### src/verilog/sarq_consts.vh
`ifndef SARQ_CONSTS_VH
`define SARQ_CONSTS_VH

// register byte offsets
`define SARQ_ADDR_W 12
`define SARQ_OFF_CTRL1 12'h000
`define SARQ_OFF_CTRL2 12'h004
`define SARQ_OFF_CTRL3 12'h008
`define SARQ_OFF_SCAN 12'h00c
`define SARQ_OFF_PCFG 12'h010
`define SARQ_OFF_INSEL 12'h014
`define SARQ_OFF_ISTAT 12'h018
`define SARQ_OFF_IMASK 12'h01c
`define SARQ_OFF_BUF 12'h040
`define SARQ_BUF_MASK 12'hfc0

// control one fields
`define SARQ_C1_ON 15
`define SARQ_C1_SIDL 13
`define SARQ_C1_FORM_HI 9
`define SARQ_C1_FORM_LO 8
`define SARQ_C1_SSRC_HI 7
`define SARQ_C1_SSRC_LO 5
`define SARQ_C1_SIMULTANEOUS_SAMPLE_SELECT 3
`define SARQ_C1_AUTO_SAMPLE 2
`define SARQ_C1_SAMPLE_ENABLE 1
`define SARQ_C1_DONE 0
`define SARQ_C1_WMASK 16'ha3ec

// control two fields
`define SARQ_C2_SCAN 10
`define SARQ_C2_CHPS_HI 9
`define SARQ_C2_CHPS_LO 8
`define SARQ_C2_SMPI_HI 5
`define SARQ_C2_SMPI_LO 2
`define SARQ_C2_WMASK 16'h073c

// control three fields
`define SARQ_C3_SAMC_HI 12
`define SARQ_C3_SAMC_LO 8
`define SARQ_C3_ADCS_HI 7
`define SARQ_C3_ADCS_LO 0
`define SARQ_C3_WMASK 16'h1fff

// trigger codes
`define SARQ_TRIG_MANUAL 3'h0
`define SARQ_TRIG_AUTO 3'h7

// output format codes
`define SARQ_FMT_UINT 2'h0
`define SARQ_FMT_SINT 2'h1
`define SARQ_FMT_UFRAC 2'h2
`define SARQ_FMT_SFRAC 2'h3

// interrupt status bits
`define SARQ_IRQ_SMPI 0
`define SARQ_IRQ_DONE 1

// reset values
`define SARQ_RST_16 16'h0000

`endif

### src/verilog/sarq_fmt.v
`timescale 1ns/1ps
`include "sarq_consts.vh"

module sarq_fmt (
    // raw result and format
    input wire [9:0] raw_i,
    input wire [1:0] fmt_i,
    // formatted word
    output reg [15:0] word_o
);
    always @* begin
        case (fmt_i)
            `SARQ_FMT_SFRAC: word_o = {~raw_i[9], raw_i[8:0], 6'h00};
            `SARQ_FMT_UFRAC: word_o = {raw_i, 6'h00};
            `SARQ_FMT_SINT: word_o = {{7{~raw_i[9]}}, raw_i[8:0]};
            default: word_o = {6'h00, raw_i};
        endcase
    end
endmodule

### src/verilog/sarq_top.v
// Behaviour
// fourteen inputs, each analog or digital by bit
// conversion clock divided from core clock
// two-bit field picks sample-hold channels used
// trigger source and sample time steer sequence
// two-bit field selects result format
// code 11 gives signed left-justified fraction
// conversions run only while module on
// results fill sixteen words in order
// samples-per-interrupt sets conversions per interrupt
// scan walks select list, restarts at interrupt
// done clears at conversion start, sets at end
// software clears done before manual sampling
// sample and done bits hardware settable/clearable
// keeps running in idle unless stop-in-idle
// software clears interrupt flag after setup
// auto-sample sets sample bit, else software
// manual trigger ends sampling by writing zero
// software clears done only, never sets it
// other codes: unsigned frac, signed, unsigned int
//
// Local design decisions: the placing of the registers and the APB interface to the registers.
`timescale 1ns/1ps
`include "sarq_consts.vh"

module sarq_top #(
    parameter NUM_INPUTS = 14,
    parameter BUF_WORDS = 16
) (
    // clock and reset
    input wire core_clk_i,
    input wire rstn_i,
    // apb slave
    input wire psel_i,
    input wire penable_i,
    input wire pwrite_i,
    input wire [11:0] paddr_i,
    input wire [31:0] pwdata_i,
    output wire pready_o,
    output reg [31:0] prdata_o,
    output reg pslverr_o,
    // system
    input wire cpu_idle_i,
    input wire trig_i,
    output wire irq_o,
    // analog core
    output wire [NUM_INPUTS-1:0] pin_digital_o,
    output wire conv_clk_en_o,
    output wire [3:0] sh_sample_o,
    output reg conv_start_o,
    output reg [1:0] conv_sh_o,
    output reg [3:0] ch0_input_o,
    input wire conv_done_i,
    input wire [9:0] conv_data_i
);
    localparam ST_HOLD = 2'h0;
    localparam ST_SAMPLE_ENABLE = 2'h1;
    localparam ST_CONV = 2'h2;

    ////////////////////////////////////////////////////////////////////////
    // registers
    reg [15:0] ctrl1_r;
    reg [15:0] ctrl2_r;
    reg [15:0] ctrl3_r;
    reg [15:0] scan_r;
    reg [15:0] pcfg_r;
    reg [3:0] insel_r;
    reg [1:0] istat_r;
    reg [1:0] imask_r;
    reg [15:0] buf_mem [0:BUF_WORDS-1];
    reg sample_enable_r;
    reg sample_enable_nxt;
    reg done_r;
    reg done_nxt;
    reg [1:0] state_r;
    reg [7:0] div_r;
    reg [4:0] samc_r;
    reg [1:0] conv_k_r;
    reg [1:0] cur_sh_r;
    reg [3:0] bptr_r;
    reg [3:0] scan_pos_r;
    integer i;

    // next set bit after cur, wrapping
    function [3:0] next_scan;
        input [15:0] list;
        input [3:0] cur;
        reg [3:0] idx;
        reg found;
        integer j;
        begin
            next_scan = cur;
            found = 1'b0;
            for (j = 1; j <= 16; j = j + 1) begin
                idx = cur + j[3:0];
                if (!found && list[idx]) begin
                    next_scan = idx;
                    found = 1'b1;
                end
            end
        end
    endfunction

    ////////////////////////////////////////////////////////////////////////
    // field decode
    wire mod_on = ctrl1_r[`SARQ_C1_ON];
    wire [1:0] form = ctrl1_r[`SARQ_C1_FORM_HI:`SARQ_C1_FORM_LO];
    wire [2:0] ssrc = ctrl1_r[`SARQ_C1_SSRC_HI:`SARQ_C1_SSRC_LO];
    wire simultaneous_sample_select = ctrl1_r[`SARQ_C1_SIMULTANEOUS_SAMPLE_SELECT];
    wire auto_sample = ctrl1_r[`SARQ_C1_AUTO_SAMPLE];
    wire scan_en = ctrl2_r[`SARQ_C2_SCAN];
    wire [1:0] chps = ctrl2_r[`SARQ_C2_CHPS_HI:`SARQ_C2_CHPS_LO];
    wire [3:0] smpi = ctrl2_r[`SARQ_C2_SMPI_HI:`SARQ_C2_SMPI_LO];
    wire [4:0] samc = ctrl3_r[`SARQ_C3_SAMC_HI:`SARQ_C3_SAMC_LO];
    wire [7:0] adcs = ctrl3_r[`SARQ_C3_ADCS_HI:`SARQ_C3_ADCS_LO];

    // module runs unless off or halted in idle
    wire run = mod_on && !(cpu_idle_i && ctrl1_r[`SARQ_C1_SIDL]);

    // highest S&H index in use: 0, 1 or 3
    wire [1:0] sh_last = chps[1] ? 2'h3 : {1'b0, chps[0]};
    wire [3:0] sh_used = chps[1] ? 4'hf : (chps[0] ? 4'h3 : 4'h1);
    wire [1:0] conv_last = simultaneous_sample_select ? sh_last : 2'h0;
    wire [1:0] sh_now = simultaneous_sample_select ? conv_k_r : cur_sh_r;

    ////////////////////////////////////////////////////////////////////////
    // apb decode
    wire setup = psel_i && !penable_i;
    wire acc = psel_i && penable_i;
    wire is_buf = (paddr_i & `SARQ_BUF_MASK) == `SARQ_OFF_BUF;
    wire [3:0] buf_idx = paddr_i[5:2];
    wire hit_c1 = paddr_i == `SARQ_OFF_CTRL1;
    wire hit_c2 = paddr_i == `SARQ_OFF_CTRL2;
    wire hit_c3 = paddr_i == `SARQ_OFF_CTRL3;
    wire hit_scan = paddr_i == `SARQ_OFF_SCAN;
    wire hit_pcfg = paddr_i == `SARQ_OFF_PCFG;
    wire hit_insel = paddr_i == `SARQ_OFF_INSEL;
    wire hit_istat = paddr_i == `SARQ_OFF_ISTAT;
    wire hit_imask = paddr_i == `SARQ_OFF_IMASK;
    wire mapped = hit_c1 | hit_c2 | hit_c3 | hit_scan | hit_pcfg |
        hit_insel | hit_istat | hit_imask | is_buf;
    wire wr = acc && pwrite_i && mapped;
    wire wr_c1 = wr && hit_c1;

    assign pready_o = 1'b1;

    always @(posedge core_clk_i or negedge rstn_i) begin
        if (!rstn_i) begin
            prdata_o <= 32'h00000000;
            pslverr_o <= 1'b0;
        end else if (setup) begin
            pslverr_o <= !mapped;
            prdata_o <= 32'h00000000;
            if (hit_c1)
                prdata_o[15:0] <= {ctrl1_r[15:2], sample_enable_r, done_r};
            if (hit_c2)
                prdata_o[15:0] <= ctrl2_r;
            if (hit_c3)
                prdata_o[15:0] <= ctrl3_r;
            if (hit_scan)
                prdata_o[15:0] <= scan_r;
            if (hit_pcfg)
                prdata_o[15:0] <= pcfg_r;
            if (hit_insel)
                prdata_o[3:0] <= insel_r;
            if (hit_istat)
                prdata_o[1:0] <= istat_r;
            if (hit_imask)
                prdata_o[1:0] <= imask_r;
            if (is_buf)
                prdata_o[15:0] <= buf_mem[buf_idx];
        end
    end

    ////////////////////////////////////////////////////////////////////////
    // conversion clock divider: one enable every adcs+1 cycles
    wire conv_ce = div_r == adcs;
    assign conv_clk_en_o = conv_ce && mod_on;

    always @(posedge core_clk_i or negedge rstn_i) begin
        if (!rstn_i)
            div_r <= 8'h00;
        else if (!mod_on || conv_ce)
            div_r <= 8'h00;
        else
            div_r <= div_r + 8'h01;
    end

    ////////////////////////////////////////////////////////////////////////
    // sequencer events
    wire [15:0] fmt_word;
    wire hw_trig = (ssrc == `SARQ_TRIG_AUTO) ? (conv_ce && samc_r == 5'h00)
        : (ssrc != `SARQ_TRIG_MANUAL) && trig_i;
    wire in_sample_enable = run && state_r == ST_SAMPLE_ENABLE;
    wire start_conv = in_sample_enable && !sample_enable_r;
    wire res_ok = run && state_r == ST_CONV && conv_done_i && !conv_start_o;
    wire seq_end = res_ok && conv_k_r == conv_last;
    wire wrap = res_ok && bptr_r == smpi;

    sarq_fmt u_fmt (
        .raw_i(conv_data_i),
        .fmt_i(form),
        .word_o(fmt_word)
    );

    // hardware set wins over software write
    always @* begin
        sample_enable_nxt = sample_enable_r;
        if (wr_c1)
            sample_enable_nxt = pwdata_i[`SARQ_C1_SAMPLE_ENABLE];
        if (in_sample_enable && sample_enable_r && hw_trig)
            sample_enable_nxt = 1'b0;
        if (run && state_r == ST_HOLD && auto_sample)
            sample_enable_nxt = 1'b1;
        if (!mod_on)
            sample_enable_nxt = 1'b0;
    end

    always @* begin
        done_nxt = done_r;
        if (wr_c1 && !pwdata_i[`SARQ_C1_DONE])
            done_nxt = 1'b0;
        if (start_conv)
            done_nxt = 1'b0;
        if (seq_end)
            done_nxt = 1'b1;
    end

    always @(posedge core_clk_i or negedge rstn_i) begin
        if (!rstn_i) begin
            sample_enable_r <= 1'b0;
            done_r <= 1'b0;
        end else begin
            sample_enable_r <= sample_enable_nxt;
            done_r <= done_nxt;
        end
    end

    ////////////////////////////////////////////////////////////////////////
    // sample / convert state machine
    always @(posedge core_clk_i or negedge rstn_i) begin
        if (!rstn_i) begin
            state_r <= ST_HOLD;
            samc_r <= 5'h00;
            conv_k_r <= 2'h0;
            cur_sh_r <= 2'h0;
            conv_start_o <= 1'b0;
            bptr_r <= 4'h0;
            scan_pos_r <= 4'h0;
        end else if (!mod_on) begin
            state_r <= ST_HOLD;
            conv_k_r <= 2'h0;
            cur_sh_r <= 2'h0;
            conv_start_o <= 1'b0;
            bptr_r <= 4'h0;
            scan_pos_r <= next_scan(scan_r, 4'hf);
        end else if (run) begin
            conv_start_o <= 1'b0;
            case (state_r)
                ST_HOLD: begin
                    if (sample_enable_r) begin
                        state_r <= ST_SAMPLE_ENABLE;
                        samc_r <= (samc == 5'h00) ? 5'h00 : samc - 5'h01;
                    end
                end
                ST_SAMPLE_ENABLE: begin
                    if (conv_ce && samc_r != 5'h00)
                        samc_r <= samc_r - 5'h01;
                    if (!sample_enable_r) begin
                        state_r <= ST_CONV;
                        conv_k_r <= 2'h0;
                        conv_start_o <= 1'b1;
                    end
                end
                ST_CONV: begin
                    if (res_ok) begin
                        bptr_r <= wrap ? 4'h0 : bptr_r + 4'h1;
                        if (wrap && scan_en)
                            scan_pos_r <= next_scan(scan_r, 4'hf);
                        else if (sh_now == 2'h0 && scan_en)
                            scan_pos_r <= next_scan(scan_r, scan_pos_r);
                        if (seq_end) begin
                            state_r <= ST_HOLD;
                            if (!simultaneous_sample_select)
                                cur_sh_r <= (cur_sh_r == sh_last) ? 2'h0
                                    : cur_sh_r + 2'h1;
                        end else begin
                            conv_k_r <= conv_k_r + 2'h1;
                            conv_start_o <= 1'b1;
                        end
                    end
                end
                default: state_r <= ST_HOLD;
            endcase
        end
    end

    // result buffer: next word in order, not by input number
    always @(posedge core_clk_i) begin
        if (res_ok)
            buf_mem[bptr_r] <= fmt_word;
    end

    always @(posedge core_clk_i or negedge rstn_i) begin
        if (!rstn_i) begin
            conv_sh_o <= 2'h0;
            ch0_input_o <= 4'h0;
        end else begin
            conv_sh_o <= sh_now;
            ch0_input_o <= scan_en ? scan_pos_r : insel_r;
        end
    end

    assign sh_sample_o = (run && state_r == ST_SAMPLE_ENABLE) ?
        (simultaneous_sample_select ? sh_used : (4'h1 << cur_sh_r)) : 4'h0;
    assign pin_digital_o = pcfg_r[NUM_INPUTS-1:0];

    ////////////////////////////////////////////////////////////////////////
    // control registers and interrupt
    always @(posedge core_clk_i or negedge rstn_i) begin
        if (!rstn_i) begin
            ctrl1_r <= `SARQ_RST_16;
            ctrl2_r <= `SARQ_RST_16;
            ctrl3_r <= `SARQ_RST_16;
            scan_r <= `SARQ_RST_16;
            pcfg_r <= `SARQ_RST_16;
            insel_r <= 4'h0;
            imask_r <= 2'h0;
        end else if (wr) begin
            if (hit_c1)
                ctrl1_r <= pwdata_i[15:0] & `SARQ_C1_WMASK;
            if (hit_c2)
                ctrl2_r <= pwdata_i[15:0] & `SARQ_C2_WMASK;
            if (hit_c3)
                ctrl3_r <= pwdata_i[15:0] & `SARQ_C3_WMASK;
            if (hit_scan)
                scan_r <= pwdata_i[15:0];
            if (hit_pcfg)
                pcfg_r <= pwdata_i[15:0];
            if (hit_insel)
                insel_r <= pwdata_i[3:0];
            if (hit_imask)
                imask_r <= pwdata_i[1:0];
        end
    end

    // sticky status, write one clears, set wins
    always @(posedge core_clk_i or negedge rstn_i) begin
        if (!rstn_i) begin
            istat_r <= 2'h0;
        end else begin
            for (i = 0; i < 2; i = i + 1) begin
                if (wr && hit_istat && pwdata_i[i])
                    istat_r[i] <= 1'b0;
            end
            if (wrap)
                istat_r[`SARQ_IRQ_SMPI] <= 1'b1;
            if (seq_end)
                istat_r[`SARQ_IRQ_DONE] <= 1'b1;
        end
    end

    assign irq_o = |(istat_r & imask_r);

endmodule
### config.mk
export PLATFORM = sky130hd
export DESIGN_NAME = sarq_top
export DESIGN_NICKNAME = d
export VERILOG_FILES = /design/src/verilog/sarq_fmt.v /design/src/verilog/sarq_top.v
export VERILOG_INCLUDE_DIRS = /design/src /design/src/verilog
export SDC_FILE = /design/constraint.sdc
export NUM_CORES = 1
export LEC_CHECK = 0
export ABC_AREA = 1
export CAP_MARGIN = 10
export CORE_ASPECT_RATIO = 1.1
export CORE_MARGIN = 3
export CORE_UTILIZATION = 45
export CTS_CLUSTER_SIZE = 14
export DETAILED_ROUTE_END_ITERATION = 10
export DONT_BUFFER_PORTS = 1
export PLACE_DENSITY_LB_ADDON = 0.1
export SYNTH_ARGS = -nofsm -noshare
export SYNTH_HDL_FRONTEND = slang
export SYNTH_SLANG_ARGS = --single-unit
### constraint.sdc
create_clock -name core_clk_i -period 3.35 [get_ports core_clk_i]
set_clock_uncertainty 0.15 [all_clocks]
set_input_delay 0.335 -clock core_clk_i [delete_from_list [all_inputs] [get_ports core_clk_i]]
set_output_delay 0.335 -clock core_clk_i [all_outputs]
set_load 0.005 [all_outputs]
==> summary.md <==
| Metric | Value |
|---|---|
| Status | complete, no violations |
| Final HPWL DP | 35.2 mm |
| Max Cap Violations | 0 |
| Die Ht | 214 microns |
| EDFF count, synth | 256 |
| Buffers on Ports | 0 |
| Worst Setup End Kind | flip-flop |
| CTS tree | yes |
| Hold Path Cell Cnt | 2 |
| Post-Syn Instances | 1,768 |
| Startpoint Class | flip-flop |
| Final Max Tran Viols | 0 |
| FF-to-FF End | scan_pos_r[3]$_DFFE_PN0P_ |
| Fin crit share | 96.8% |
| P&R area growth vs syn | 17.2% |
| Clock Path Buffers | 3 |
| Core Area | 38,600 sq um |
| Min Tclk post-route | 3.24 ns |
| Yosys warns | 0 |
| Yosys reg bits | 378 |
| Hold EP | buf_mem[5][9]$_DFFE_PP_ |
| Grt ovf | 0 |
| Slowest cell on the critical path | dfrtp_1 |
| CTS H-tree depth | 2 |
| Seq/Total Area, Yosys | 60.4% |
| Worst Path Max Fanout | 8 |
| Power Total | 10.4 mW |
| Via density | 5.73 |
| Share of cells above drive strength 1 | 13.5% |
| I/O pins | 123 |
| Drt drc | 0 |
| Post-synth cell types | 57 |
| Fill count | 3,400 |
| N_diodes | 0 |
| Post-synthesis instance area | 17,800 sq um |
| Clk sink count | 378 |
| Reg2reg start | scan_pos_r[0]$_DFFE_PN0P_ |
| Commonest non-fill, non-tap cell in the layout | nand2_1 |
| First-pass GRT wire length | 80.3 mm |
| Cells on worst reg2reg path | 21 |
| Via count | 13,653 |
| R2R Setup Slk | 0.11 ns |
| Worst Hold Launch | conv_data_i[3] |
| Die width | 196 microns |
| Fmax | 308 MHz |
| Hold Fails Final Rpt | 0 |
| LEAKAGE | 8.20 nW |
| GP Congestion | 0.901 |
| Root Driver | clkbuf_16 |
| Antenna violations before repair | 0 |
| Asr flop ratio synth | 32.3% |
| Later-pin clock latency in the skew report | 0.58 ns |
| DRT iter0 DRCs | 1,101 |
| Critical Path Max Stage Delay | 0.41 ns |
| Main flop type after synthesis | edfxtp_1 |
| Antenna Nets Post-Route | 0 |
| Crit-path cells | inv_2 > ha_4 > buf_12 > nand3_2 > nand3_2 > nand3_1 > nand2_2 > nand3_4 > nor2_4 > nand4_4 > nor2_4 > nand4_4 > nor2_4 > nand2_2 > inv_2 > nand3_1 > o21ai_1 > nor2_1 > nand2_1 > nand2_1 > nand2_1 |
| Placed cell count | 2,275 |
| Worst slew pin tran | 1.01 ns |
| RSZ-0062 raised after global routing | yes |
| Final Setup Violations | 0 |
| CTS Buf Count | 42 |
| Multi-input gate area | 6320 sq um |
| Overall global routing resource usage | 25.1% |
| Vias in the first global route | 12,880 |
| Peak VDD IR | 0.422 mV |
| Rel. slew slack | 32.2% |
| Non-Filler Instances | 2,382 |
| Critical path class | reg2reg |
| DR WL/cell | 22.7 microns |
| Critical Path RT | 3.70 ns |
| Storage cell area | 10,700 sq um |
| Final Net Count | 1,934 |
| Clock-pin slew on the worst setup and hold paths | 0.06 ns |
| Cell Pwr Density | 498 nW/um^2 |
| Most frequent cells in the layout | nand2_1 (372), edfxtp_1 (256), inv_1 (144) |
| TritonRoute pass-1 iters | 5 |
| # rows | 75 |
| Hold crit path type | in2reg |
| WL final | 54.1 mm |
| Die area | 41,900 sq um |
| Mapped Avg Cell Area | 10.1 sq um |
| Initial cell density of the core | 46.1% |
| Worst path arrival time | 3.59 ns |
| Largest net degree at the start of global routing | 123 |
[flip-flops by register name, indices dropped and copies added, names as in the netlist, 2 cells and up]
| signal | cells |
|---|---|
| conv_k_r | 2 |
| istat_r | 2 |
| conv_sh_o | 2 |
| ctrl3_r | 13 |
| prdata_o | 16 |
| ch0_input_o | 4 |
| ctrl1_r | 9 |
| scan_r | 16 |
| samc_r | 5 |
| bptr_r | 4 |
| scan_pos_r | 4 |
| insel_r | 4 |
| imask_r | 2 |
| pcfg_r | 16 |
| buf_mem | 256 |
| state_r | 2 |
| div_r | 8 |
| ctrl2_r | 7 |
| cur_sh_r | 2 |
[synthesized netlist by cell type, types with 3 or more instances]
| cell type | instances | area [sq um] |
|---|---|---|
| ha_1 | 24 | 300 |
| inv_1 | 150 | 563 |
| o2111ai_1 | 3 | 26.3 |
| a21o_1 | 3 | 22.5 |
| clkinv_1 | 6 | 22.5 |
| nand3b_1 | 3 | 22.5 |
| a311o_1 | 4 | 40.0 |
| xor2_1 | 17 | 149 |
| a31oi_1 | 11 | 68.8 |
| or2_2 | 3 | 18.8 |
| o211ai_1 | 7 | 52.6 |
| buf_2 | 4 | 20.0 |
| nand3_1 | 129 | 646 |
| nand2_1 | 382 | 1430 |
| nand2_2 | 5 | 31.3 |
| o31ai_1 | 5 | 37.5 |
| nor4_1 | 3 | 18.8 |
| nand4_1 | 30 | 188 |
| a21oi_1 | 44 | 220 |
| a211oi_1 | 5 | 37.5 |
| nor3b_1 | 3 | 22.5 |
| xnor2_1 | 7 | 61.3 |
| o221ai_1 | 3 | 26.3 |
| nor2_4 | 3 | 33.8 |
| o21ai_1 | 6 | 30.0 |
| o21ai_0 | 142 | 711 |
| buf_1 | 11 | 41.3 |
| o22ai_1 | 11 | 68.8 |
| a22o_1 | 3 | 26.3 |
| o21a_1 | 4 | 30.0 |
| inv_2 | 5 | 18.8 |
| clkbuf_1 | 43 | 161 |
| edfxtp_1 | 256 | 7690 |
| nor3_1 | 19 | 95.1 |
| buf_4 | 34 | 255 |
| dfrtp_1 | 122 | 3050 |
| nor2_1 | 122 | 458 |
| a221oi_1 | 14 | 123 |
| a22oi_1 | 97 | 728 |
[worst max-delay path by stage]
stage / from / end / slack (ns) / depth (start not counted)
2_1_floorplan: scan_pos_r[1]$_DFFE_PN0P_ / scan_pos_r[2]$_DFFE_PN0P_ / 0.14 / 25
3_3_place_gp: scan_pos_r[2]$_DFFE_PN0P_ / scan_pos_r[2]$_DFFE_PN0P_ / 0.07 / 24
3_5_place_dp: scan_pos_r[2]$_DFFE_PN0P_ / scan_pos_r[2]$_DFFE_PN0P_ / 0.03 / 24
4_1_cts: scan_pos_r[2]$_DFFE_PN0P_ / scan_pos_r[2]$_DFFE_PN0P_ / 0.01 / 24
5_1_grt: scan_pos_r[0]$_DFFE_PN0P_ / scan_pos_r[3]$_DFFE_PN0P_ / -0.09 / 21
6_report: scan_pos_r[0]$_DFFE_PN0P_ / scan_pos_r[3]$_DFFE_PN0P_ / 0.11 / 21
[cell families after synthesis]
kind of cell | count (synthesis) | synth area share (%)
XOR/XNOR | 24 | 1.18
adder cells (fa/ha/maj) | 24 | 1.69
AO/OA/AOI/OAI | 374 | 13.3
flip-flops | 378 | 60.4
other | 2 | 0.0422
AND/OR/NAND/NOR | 710 | 17.2
buffers and inverters | 256 | 6.25
[timing repair]
item | 4_1_cts | 5_1_grt
setup endpoints to repair | 0 | 4
setup buffers | 0 | 8
resized for setup | 0 | 71
hold buffers | 19 | 0
endpoints found under the hold margin | 184 | 0
[layer usage]
metal / vias to the layer above / part of all wire [%] / track usage [%]
met5: - / 0 / 0
met4: 0 / 2.6 / 6.94
met3: 89 / 6.7 / 3.43
met2: 509 / 49 / 41.7
met1: 6715 / 42 / 34.8
li1: 6340 / - / -
[critical path, delay by kind of cell (launching register included)]
family / cells / cell delay (ns)
AND/OR/NAND/NOR: 16 / 1.79
flip-flops: 1 / 0.41
adder cells (fa/ha/maj): 1 / 0.33
AO/OA/AOI/OAI: 1 / 0.17
buffers and inverters: 3 / 0.32
[through the flow]
step | cell area [sq um] | hold slack, ns | worst slack (ns) | setup TNS (ns) | utilization [%]
3_5_place_dp | 18700 | -0.105 | 0.0349 | 0 | 48.5
6_report | 20800 | 0.00687 | 0.107 | 0 | 54.0
3_3_place_gp | 18700 | -0.106 | 0.0688 | 0 | 48.5
5_1_grt | 20800 | 0.0241 | -0.0930 | -0.332 | 54.0
4_1_cts | 20400 | 0.00129 | 0.0144 | 0 | 53.0
2_1_floorplan | 17800 | -0.111 | 0.144 | 0 | -
[power breakdown]
group	switching [mW]	internal, mW
clock	1.93	3.10
sequential	0.00885	4.98
combinational	0.255	0.102
[cell type report]
class | instances | area share (%)
sequential | 378 | 51.6
multi-input combinational | 1149 | 30.3
clock buffer | 59 | 5.84
timing repair buffer | 114 | 4.70
tap | 500 | 3.00
inverter | 162 | 2.97
clock inverter | 19 | 1.54
timing repair inverter | 1 | 0.0360
Note: power is estimated with default switching activity, not from simulation.
